`config.mk`:
```
export PLATFORM = sky130hd
export DESIGN_NAME = lvdx_ctrl
export DESIGN_NICKNAME = d
export VERILOG_FILES = /design/src/logic/lvdx_pkg.sv /design/src/logic/lvdx_sync.sv /design/src/logic/lvdx_ctrl.sv
export SDC_FILE = /design/constraint.sdc
export NUM_CORES = 1
export LEC_CHECK = 0
export BUFFER_PORTS_ARGS = -buffer_cell sky130_fd_sc_hd__buf_2
export CAP_MARGIN = 25
export CORE_ASPECT_RATIO = 0.5
export CORE_UTILIZATION = 38
export CTS_BUF_LIST = sky130_fd_sc_hd__clkbuf_4 sky130_fd_sc_hd__clkbuf_8 sky130_fd_sc_hd__clkbuf_16
export DETAILED_ROUTE_END_ITERATION = 7
export GPL_TIMING_DRIVEN = 0
export PLACE_DENSITY_LB_ADDON = 0.3
export SLEW_MARGIN = 15
export SYNTH_ARGS = -nofsm -noshare
export SYNTH_HDL_FRONTEND = slang
export SYNTH_HIERARCHICAL = 1
export SYNTH_SLANG_ARGS = --single-unit
```
`constraint.sdc`:
```
create_clock -name pclk -period 1.35 [get_ports pclk]
set_input_delay 0.135 -clock pclk [delete_from_list [all_inputs] [get_ports pclk]]
set_output_delay 0.135 -clock pclk [all_outputs]
set_load 0.02 [all_outputs]
```
`src/logic/lvdx_pkg.sv`:
```
// Package with register map, field positions and reset values of the low-voltage detector.
package lvdx_pkg;
    // ------------------------------------------------------------------
    // Register offsets
    // ------------------------------------------------------------------
    localparam logic [11:0] LVDX_CTRL_OFF = 12'h000;
    localparam logic [11:0] LVDX_MASK_OFF = 12'h004;
    localparam logic [11:0] LVDX_STAT_OFF = 12'h008;
    // ------------------------------------------------------------------
    // Control, mask and status register fields and reset values
    // ------------------------------------------------------------------
    localparam int LVDX_FLAG_BIT = 0;
    localparam int LVDX_RSEL_BIT = 1;
    localparam int LVDX_SSEL_BIT = 2;
    localparam int LVDX_ON_BIT   = 7;
    localparam int LVDX_MASK_BIT     = 0;
    localparam int LVDX_STAT_EXT_BIT = 0;
    localparam int LVDX_STAT_VDD_BIT = 1;
    localparam logic [7:0]  LVDX_CTRL_RST = 8'h00;
    localparam logic        LVDX_MASK_RST = 1'b1;
    // ------------------------------------------------------------------
    // Synchroniser depth
    // ------------------------------------------------------------------
    localparam int LVDX_SYNC_STAGES = 2;
endpackage : lvdx_pkg

```
`src/logic/lvdx_sync.sv`:
```
// Two-stage synchroniser for the asynchronous comparator output.
`timescale 1ns/1ns
`default_nettype none
module lvdx_sync
    import lvdx_pkg::*;
(
    input  wire logic pclk,    // System clock.
    input  wire logic presetn, // Asynchronous reset, active low.
    input  wire logic async_i, // Asynchronous level.
    output logic      sync_o   // Synchronised level.
);
    logic [LVDX_SYNC_STAGES-1:0] stage_q;

    always_ff @(posedge pclk or negedge presetn) begin
        if (!presetn) begin
            stage_q <= '0;
        end else begin
            stage_q <= {stage_q[LVDX_SYNC_STAGES-2:0], async_i};
        end
    end

    assign sync_o = stage_q[LVDX_SYNC_STAGES-1];
endmodule : lvdx_sync
`default_nettype wire

```
`src/logic/lvdx_ctrl.sv`:
```
// Control logic of the external low-voltage detector with APB register access.
//
// Overview of operation
// RQ1 - Software masks interrupt before enabling detection.
// RQ2 - Source select bit picks external input.
// RQ3 - Detector works only while enable bit set.
// RQ4 - Software waits settling times before trusting result.
// RQ5 - Bit 0 reports input at or above level.
// RQ6 - Reset select turns detection into reset.
// RQ7 - No reset if level already fine.
// RQ8 - Interrupt is not delayed by settling.
// RQ9 - Software stops: reset select first, then enable.
// RQ10 - Comparator output synchronised by two flip-flops.
`timescale 1ns/1ns
`default_nettype none
module lvdx_ctrl
    import lvdx_pkg::*;
(
    input  wire logic        pclk,          // System clock, 50 MHz.
    input  wire logic        presetn,       // Asynchronous reset, active low.
    input  wire logic        psel,          // APB select.
    input  wire logic        penable,       // APB access phase.
    input  wire logic        pwrite,        // APB write.
    input  wire logic [11:0] paddr,         // APB byte address.
    input  wire logic [31:0] pwdata,        // APB write data.
    output logic      [31:0] prdata,        // APB read data.
    output logic             pready,        // APB ready.
    output logic             pslverr,       // APB error on unmapped address.
    input  wire logic        cmp_ext_above, // Comparator: external input at or above level.
    input  wire logic        cmp_vdd_above, // Comparator: supply at or above level.
    output logic             lowv_irq,      // Interrupt request pulse.
    output logic             lowv_reset,    // Internal reset request, level.
    output logic             lowv_src_ext   // Comparator source select to analog.
);
    // ------------------------------------------------------------------
    // Synchronisers
    // ------------------------------------------------------------------
    logic ext_s;
    logic vdd_s;

    lvdx_sync u_sync_ext (
        .pclk    (pclk),
        .presetn (presetn),
        .async_i (cmp_ext_above),
        .sync_o  (ext_s)
    ); // [RQ10]

    lvdx_sync u_sync_vdd (
        .pclk    (pclk),
        .presetn (presetn),
        .async_i (cmp_vdd_above),
        .sync_o  (vdd_s)
    ); // [RQ10]

    // ------------------------------------------------------------------
    // Local functions
    // ------------------------------------------------------------------
    // One compare per mapped word; anything else falls through to an error.
    function automatic logic lvdx_hit(
        input logic [11:0] addr,
        input logic [11:0] off
    );
        return (addr == off);
    endfunction : lvdx_hit

    // Places one field bit at its position in an otherwise empty read word.
    function automatic logic [31:0] lvdx_place(
        input int   pos,
        input logic val
    );
        logic [31:0] word;
        word      = 32'h0000_0000;
        word[pos] = val;
        return word;
    endfunction : lvdx_place

    // ------------------------------------------------------------------
    // State and next values
    // ------------------------------------------------------------------
    logic        on_q;
    logic        on_d;
    logic        ssel_q;
    logic        ssel_d;
    logic        rsel_q;
    logic        rsel_d;
    logic        mask_q;
    logic        mask_d;
    logic        flag_q;
    logic        flag_d;
    logic        low_event_q;
    logic        low_event_d;
    logic        irq_d;
    logic        reset_d;
    logic        src_ext_d;
    logic [31:0] prdata_d;
    logic        pready_d;
    logic        pslverr_d;

    // ------------------------------------------------------------------
    // Bus decode
    // ------------------------------------------------------------------
    logic        setup;
    logic        acc;
    logic        wr;
    logic        hit_ctrl;
    logic        hit_mask;
    logic        hit_stat;
    logic        mapped;
    logic        wr_ctrl;
    logic        wr_mask;

    assign setup    = psel & ~penable;
    assign acc      = psel & penable;
    assign wr       = acc & pwrite;
    assign hit_ctrl = lvdx_hit(paddr, LVDX_CTRL_OFF);
    assign hit_mask = lvdx_hit(paddr, LVDX_MASK_OFF);
    assign hit_stat = lvdx_hit(paddr, LVDX_STAT_OFF);
    assign mapped   = hit_ctrl | hit_mask | hit_stat;
    assign wr_ctrl  = wr & hit_ctrl;
    assign wr_mask  = wr & hit_mask;

    // ------------------------------------------------------------------
    // Register next values
    // ------------------------------------------------------------------
    assign on_d   = wr_ctrl ? pwdata[LVDX_ON_BIT]   : on_q;   // [RQ3]
    assign ssel_d = wr_ctrl ? pwdata[LVDX_SSEL_BIT] : ssel_q; // [RQ2]
    assign rsel_d = wr_ctrl ? pwdata[LVDX_RSEL_BIT] : rsel_q; // [RQ6]
    assign mask_d = wr_mask ? pwdata[LVDX_MASK_BIT] : mask_q; // [RQ1]

    // ------------------------------------------------------------------
    // Detection
    // ------------------------------------------------------------------
    logic above_sel;
    logic above_now;
    logic low_det;
    logic low_edge;

    assign above_sel   = ssel_q ? ext_s : vdd_s;       // [RQ2]
    assign above_now   = on_q & above_sel;             // [RQ3]
    assign low_det     = on_q & ~above_sel;            // [RQ3]
    assign low_edge    = low_det & ~low_event_q;
    assign flag_d      = above_now;                    // [RQ5]
    assign low_event_d = low_det;
    // The reset follows the select written in this cycle, so a zero write ends it at once.
    // With the level fine, selecting reset mode fires nothing.
    assign reset_d     = low_det & rsel_d;             // [RQ6] [RQ7]
    // No settling gate: a low level right after enable interrupts at once.
    assign irq_d       = low_edge & ~rsel_q & ~mask_q; // [RQ8] [RQ6]
    assign src_ext_d   = ssel_q;                       // [RQ2]

    // ------------------------------------------------------------------
    // Bus response
    // ------------------------------------------------------------------
    logic [31:0] ctrl_rd;
    logic [31:0] mask_rd;
    logic [31:0] stat_rd;
    logic [31:0] rd_sel;

    assign ctrl_rd   = lvdx_place(LVDX_ON_BIT, on_q)
                     | lvdx_place(LVDX_SSEL_BIT, ssel_q)
                     | lvdx_place(LVDX_RSEL_BIT, rsel_q)
                     | lvdx_place(LVDX_FLAG_BIT, flag_q);   // [RQ5]
    assign mask_rd   = lvdx_place(LVDX_MASK_BIT, mask_q);
    assign stat_rd   = lvdx_place(LVDX_STAT_VDD_BIT, vdd_s)
                     | lvdx_place(LVDX_STAT_EXT_BIT, ext_s);
    assign rd_sel    = hit_ctrl ? ctrl_rd :
                       hit_mask ? mask_rd :
                       hit_stat ? stat_rd : 32'h0000_0000;
    // Read data is captured in the setup cycle, so it stands through the access phase.
    assign prdata_d  = (setup & ~pwrite) ? rd_sel : prdata;
    assign pready_d  = setup;
    assign pslverr_d = setup & ~mapped;

    // ------------------------------------------------------------------
    // Control and mask registers
    // ------------------------------------------------------------------
    always_ff @(posedge pclk or negedge presetn) begin
        if (!presetn) begin
            on_q   <= LVDX_CTRL_RST[LVDX_ON_BIT];
            ssel_q <= LVDX_CTRL_RST[LVDX_SSEL_BIT];
            rsel_q <= LVDX_CTRL_RST[LVDX_RSEL_BIT];
        end else begin
            on_q   <= on_d;
            ssel_q <= ssel_d;
            rsel_q <= rsel_d;
        end
    end

    always_ff @(posedge pclk or negedge presetn) begin
        if (!presetn) begin
            mask_q <= LVDX_MASK_RST;
        end else begin
            mask_q <= mask_d;
        end
    end

    // ------------------------------------------------------------------
    // Detection state
    // ------------------------------------------------------------------
    always_ff @(posedge pclk or negedge presetn) begin
        if (!presetn) begin
            flag_q      <= 1'b0;
            low_event_q <= 1'b0;
        end else begin
            flag_q      <= flag_d;
            low_event_q <= low_event_d;
        end
    end

    // ------------------------------------------------------------------
    // Event outputs
    // ------------------------------------------------------------------
    always_ff @(posedge pclk or negedge presetn) begin
        if (!presetn) begin
            lowv_irq     <= 1'b0;
            lowv_reset   <= 1'b0;
            lowv_src_ext <= 1'b0;
        end else begin
            lowv_irq     <= irq_d;
            lowv_reset   <= reset_d;
            lowv_src_ext <= src_ext_d;
        end
    end

    // ------------------------------------------------------------------
    // Bus outputs
    // ------------------------------------------------------------------
    always_ff @(posedge pclk or negedge presetn) begin
        if (!presetn) begin
            prdata  <= 32'h0000_0000;
            pready  <= 1'b0;
            pslverr <= 1'b0;
        end else begin
            prdata  <= prdata_d;
            pready  <= pready_d;
            pslverr <= pslverr_d;
        end
    end
endmodule : lvdx_ctrl
`default_nettype wire

```
Yosys cells after proc, flatten, opt, wreduce, memory -nomap -nowiden

Index checks and enable logic that the tools add are counted.

Register bits: 47
Word-level logic and storage cells: 48
Output and inout port bits: 37
Input port bits: 51

Multiplexer cells: 5
Bitwise gates (word level): 26
Eq/ne operators: 2
Reductions and logical operators: 1

Operator list:

| operator                                                               | count |
|---|---|
| 1-bit AND                                                              | 13 |
| 12-bit by 3-bit equality test with 1-bit output, second input constant | 1 |
| 12-bit by 4-bit equality test with 1-bit output, second input constant | 1 |
| 12-bit logical NOT                                                     | 1 |
| 8-bit two-way mux                                                      | 1 |
| 8-bit by 1-bit OR with 8-bit output                                    | 1 |
| 8-bit by 2-bit OR with 8-bit output                                    | 1 |
| 8-bit by 3-bit OR with 8-bit output                                    | 1 |
| 1-bit inverter                                                         | 7 |
| 2-bit two-way mux                                                      | 2 |
| 1-bit two-way mux                                                      | 2 |
| 1-bit OR                                                               | 2 |
| 2-bit by 1-bit OR with 2-bit output                                    | 1 |

Longest topological paths before layout

Word-level depth: 6
Gate-level depth with buffers: 5
Gate-level depth less buffers: 3

By module

Netlist, hierarchy kept.

Modules (own cells, without submodules):

| module    | instances | area an instance (µm²) | cells an instance | sequential area each (µm²) |
|---|---|---|---|---|
| lvdx_ctrl | 1         | 934.6                  | 88                | 376.6 |
| lvdx_sync | 2         | 50.0                   | 2                 | 50.0 |

Worst setup path after synthesis

No wires, ideal clock.

Kind: in2reg
Start point: input paddr[7]
End point: register on_q
Cell stages on the path: 4
Slack: 0.127 ns
Setup time: 0.125 ns
Path buffers: 1
Arrival time: 1.098 ns
Required time: 1.225 ns
Path through: nor4_4 and4_1 buf_6 mux2_4

Cells in the longest elaborated chain, start to end: 2

RTL lines:

| element              | RTL line         | source |
|---|---|---|
| start, declared      | lvdx_ctrl.sv:24  | `input wire logic [11:0] paddr,` |
| 12-bit logical NOT   | lvdx_ctrl.sv:63  | `return (addr == off);` |
| 1-bit AND            | lvdx_ctrl.sv:119 | `assign wr_ctrl = wr & hit_ctrl;` |
| end signal, assigned | lvdx_ctrl.sv:179 | `on_q <= LVDX_CTRL_RST[LVDX_ON_BIT];` |
| end signal, assigned | lvdx_ctrl.sv:183 | `on_q <= on_d;` |
| end, declared        | lvdx_ctrl.sv:80  | `logic on_q;` |

Every way passes these cells.
A chain may end at the register's enable or synchronous reset.

Worst setup path after layout

Start point: register ssel_q, in the netlist src_ext_d
End point: register lowv_irq

Cells in the longest elaborated chain, start to end: 6

RTL lines:

| element                | RTL line         | source |
|---|---|---|
| start, declared        | lvdx_ctrl.sv:82  | `logic ssel_q;` |
| start signal, assigned | lvdx_ctrl.sv:180 | `ssel_q <= LVDX_CTRL_RST[LVDX_SSEL_BIT];` |
| start signal, assigned | lvdx_ctrl.sv:184 | `ssel_q <= ssel_d;` |
| 1-bit two-way mux      | lvdx_ctrl.sv:138 | `assign above_sel = ssel_q ? ext_s : vdd_s;` |
| 1-bit inverter         | lvdx_ctrl.sv:140 | `assign low_det = on_q & ~above_sel;` |
| 1-bit AND              | lvdx_ctrl.sv:140 |  |
| named net low_det      | lvdx_ctrl.sv:135 | `logic low_det;` |
| 1-bit AND              | lvdx_ctrl.sv:141 | `assign low_edge = low_det & ~low_event_q;` |
| 1-bit AND (2 in a row) | lvdx_ctrl.sv:148 | `assign irq_d = low_edge & ~rsel_q & ~mask_q;` |
| named net irq_d        | lvdx_ctrl.sv:92  | `logic irq_d;` |
| end signal, assigned   | lvdx_ctrl.sv:219 | `lowv_irq <= irq_d;` |
| end, declared          | lvdx_ctrl.sv:31  | `output logic lowv_irq,` |

The timed path passes the listed nets, and every way through them passes these cells.

==> results.cfg <==
[synth]
syn_area_um2 = 1030
synth.distinct_cells = 26
syn_inst = 92
ys_ff_latch = 19
ys_warn_count = 6
post_synth.cell_area_avg_um2 = 11.2
seq_area_frac_synth_pct = 46.1

[clocking]
htreeDepth = 1
root_buffer = clkbuf_8
numCtsBuffers = 3
cts_max_path_buffers = 2
clock_latency_ns = 0.25
cts_tree = built
clkSinkCount = 19
path_clk_slew_ns = 0.06

[worst_setup_path]
crit_buf_inv = 0
r2r-end = lowv_irq
required_ns = 1.51
reg2reg_slack_ns = 0.13
cp-end-kind = flip-flop
endpoint = lowv_irq
cp_max_fo = 4
start_kind = flip-flop
max_stage_delay_ns = 0.43
ff2ff_path_depth = 3
worstPathArrival_ns = 1.37
crit_type = flip-flop to flip-flop
critical_path.top_delay_family = flip-flops
critPathLaunch = src_ext_d
critPathSlowestCell = dfrtp_1
r2r_start = src_ext_d
crit_chain = mux2i_2, and2_1, nor4b_2
cp.depth = 3

[grt]
grt_pass1_vias = 644
grt_max_degree = 20
grtUsageTotal_pct = 13.5
grt_first_pass_wirelength_um = 2700
overflow = 0
grt_antenna_before_repair = 0

[floorplanning]
io_pins = 88
die_area_um2 = 2950
initial_core_util_pct = 43.3
die_x_um = 75.8
rows = 12
die_height_um = 38.9
placeableCoreArea_um2 = 2390

[power]
peakVddDrop_v = 0.000318
power_frac_seq_pct = 47.9
switching_share_pct = 25.2
p_clk_share_pct = 33.1
powerDensity_nw_per_um2 = 853
p_sw_uw = 307
p_int_uw = 909
p_comb_share_pct = 19.0
p_leak_uw = 0.000773

[drt]
drc = 0
dr.pass1.iters = 4
drt-vias-per-instance = 4.14
drt-wirelength-per-cell_um = 9.11
wl_um = 1750
drt_iter0_drc = 48
ant_nets = 0
vias = 794

[sta]
setup_violations = 0
fin_crit_sh_pct = 90.1
skew_ns = 0.00163
fin_crit_ns = 1.22
whs_ns = 0.0663
rsz0062_at_grt = false
hold_viol = 0
finalMaxSlewViolations = 0
fmax_mhz = 822
fin_ws_ns = 0.134

[placement]
place_area_um2 = 1330
post-place-ws_ns = -0.0837
portBuffers = 30
dp_hpwl_um = 1420
placed_cells = 184
place_congestion = 0.729

[final_layout]
num-nets-final = 209
final_cell_mix = buf_4 (30), buf_2 (30), conb_1 (28), dfrtp_1 (18), nand2_1 (7)
area_growth_pct = 37.8
antennaDiodeCount = 0
instances_no_fill = 192
finish.instance_area_um2 = 1430
layout-drive-gt1-share_pct = 46.5

[outcome]
status = finished clean

[worst_hold_path]
hold_class = primary input to flip-flop

[flow_run]
drv_cap = 0
power by group through the flow:
stage                     combinational, uW  sequential (uW)  clock, uW
final                                   231              582        403
after global routing                    252              583        450
after CTS                               226              582        419
after detailed placement                219              592          0
after global placement                  217              592          0
after floorplan                         155              596          0
metrics by stage:
stage | power [uW] | util, % | setup TNS (ns)
2_1_floorplan | 751 | - | 0
3_3_place_gp | 809 | 55.7 | -0.174
3_5_place_dp | 811 | 55.7 | -0.244
4_1_cts | 1230 | 59.2 | 0
5_1_grt | 1280 | 59.7 | 0
6_report | 1220 | 59.7 | 0
per-layer routing:
layer  vias to the layer above  track usage [%]  wire, um
met1                       358             14.9       736
met5                         -                0         0
li1                        390                -         -
met3                         2             5.47       187
met4                         0             5.56         9
met2                        44             23.5       815
cells in the mapped netlist:
cell,number,area (um^2)
and2_1,2,12.5
o21ai_0,2,10.0
and4_1,1,8.76
mux2i_1,4,40.0
dfrtp_1,18,450
nand2_1,7,26.3
nor4_4,2,42.5
buf_6,1,11.3
mux2_4,3,45.0
or3b_1,1,8.76
conb_1,1,3.75
mux2_1,1,11.3
nor4_1,1,6.26
o21a_1,1,7.51
nand3_1,2,10.0
o21ai_1,1,5.00
nor2_1,2,7.51
and3_1,1,6.26
nor4b_1,2,17.5
nand3b_1,1,7.51
o31ai_1,1,7.51
dfstp_2,1,26.3
nor3b_1,1,7.51
buf_4,29,218
nand4_1,4,25.0
nor2b_1,2,12.5
layout make-up:
type	count	area (um^2)
buffer	30	229
clock buffer	4	48.8
fill	225	961
multi-input combinational	70	440
sequential	19	477
tap	35	43.8
timing repair buffer	34	188
worst min path at each step:
stage                     startpoint            to  cells past startpoint
after floorplan              presetn        flag_q                      0
after detailed placement     presetn  lowv_src_ext                      1
after global placement       presetn  lowv_src_ext                      1
after CTS                    penable        pready                      2
final                        penable        pready                      2
after global routing         penable        pready                      2
state kept, by name (all words and copies together) (netlist names):
name,count
prdata,4
u_sync_ext/stage_q,2
u_sync_vdd/stage_q,2
flag_q,1
low_event_q,1
lowv_irq,1
lowv_reset,1
lowv_src_ext,1
mask_q,1
on_q,1
pready,1
pslverr,1
rsel_q,1
src_ext_d,1
cell families (layout without fill, tap and decap cells):
family                 Yosys count  after routing  synth area share, %
buffers and inverters           30             68                 22.1
and+or+nand+nor                 29             29                 19.2
DFF                             19             19                 46.1
muxes                            8              8                 9.31
AOI/OAI and AO/OA                5              5                 2.90
other                            1             28                0.362
what timing repair did:
action	4_1_cts	5_1_grt
gates cloned	0	0
hold endpoints to repair	20	0
setup endpoints to repair	1	1
hold buffers	3	0
setup buffers	0	1
gates resized for setup	1	1
No activity file was read; power rests on OpenSTA's default activity.
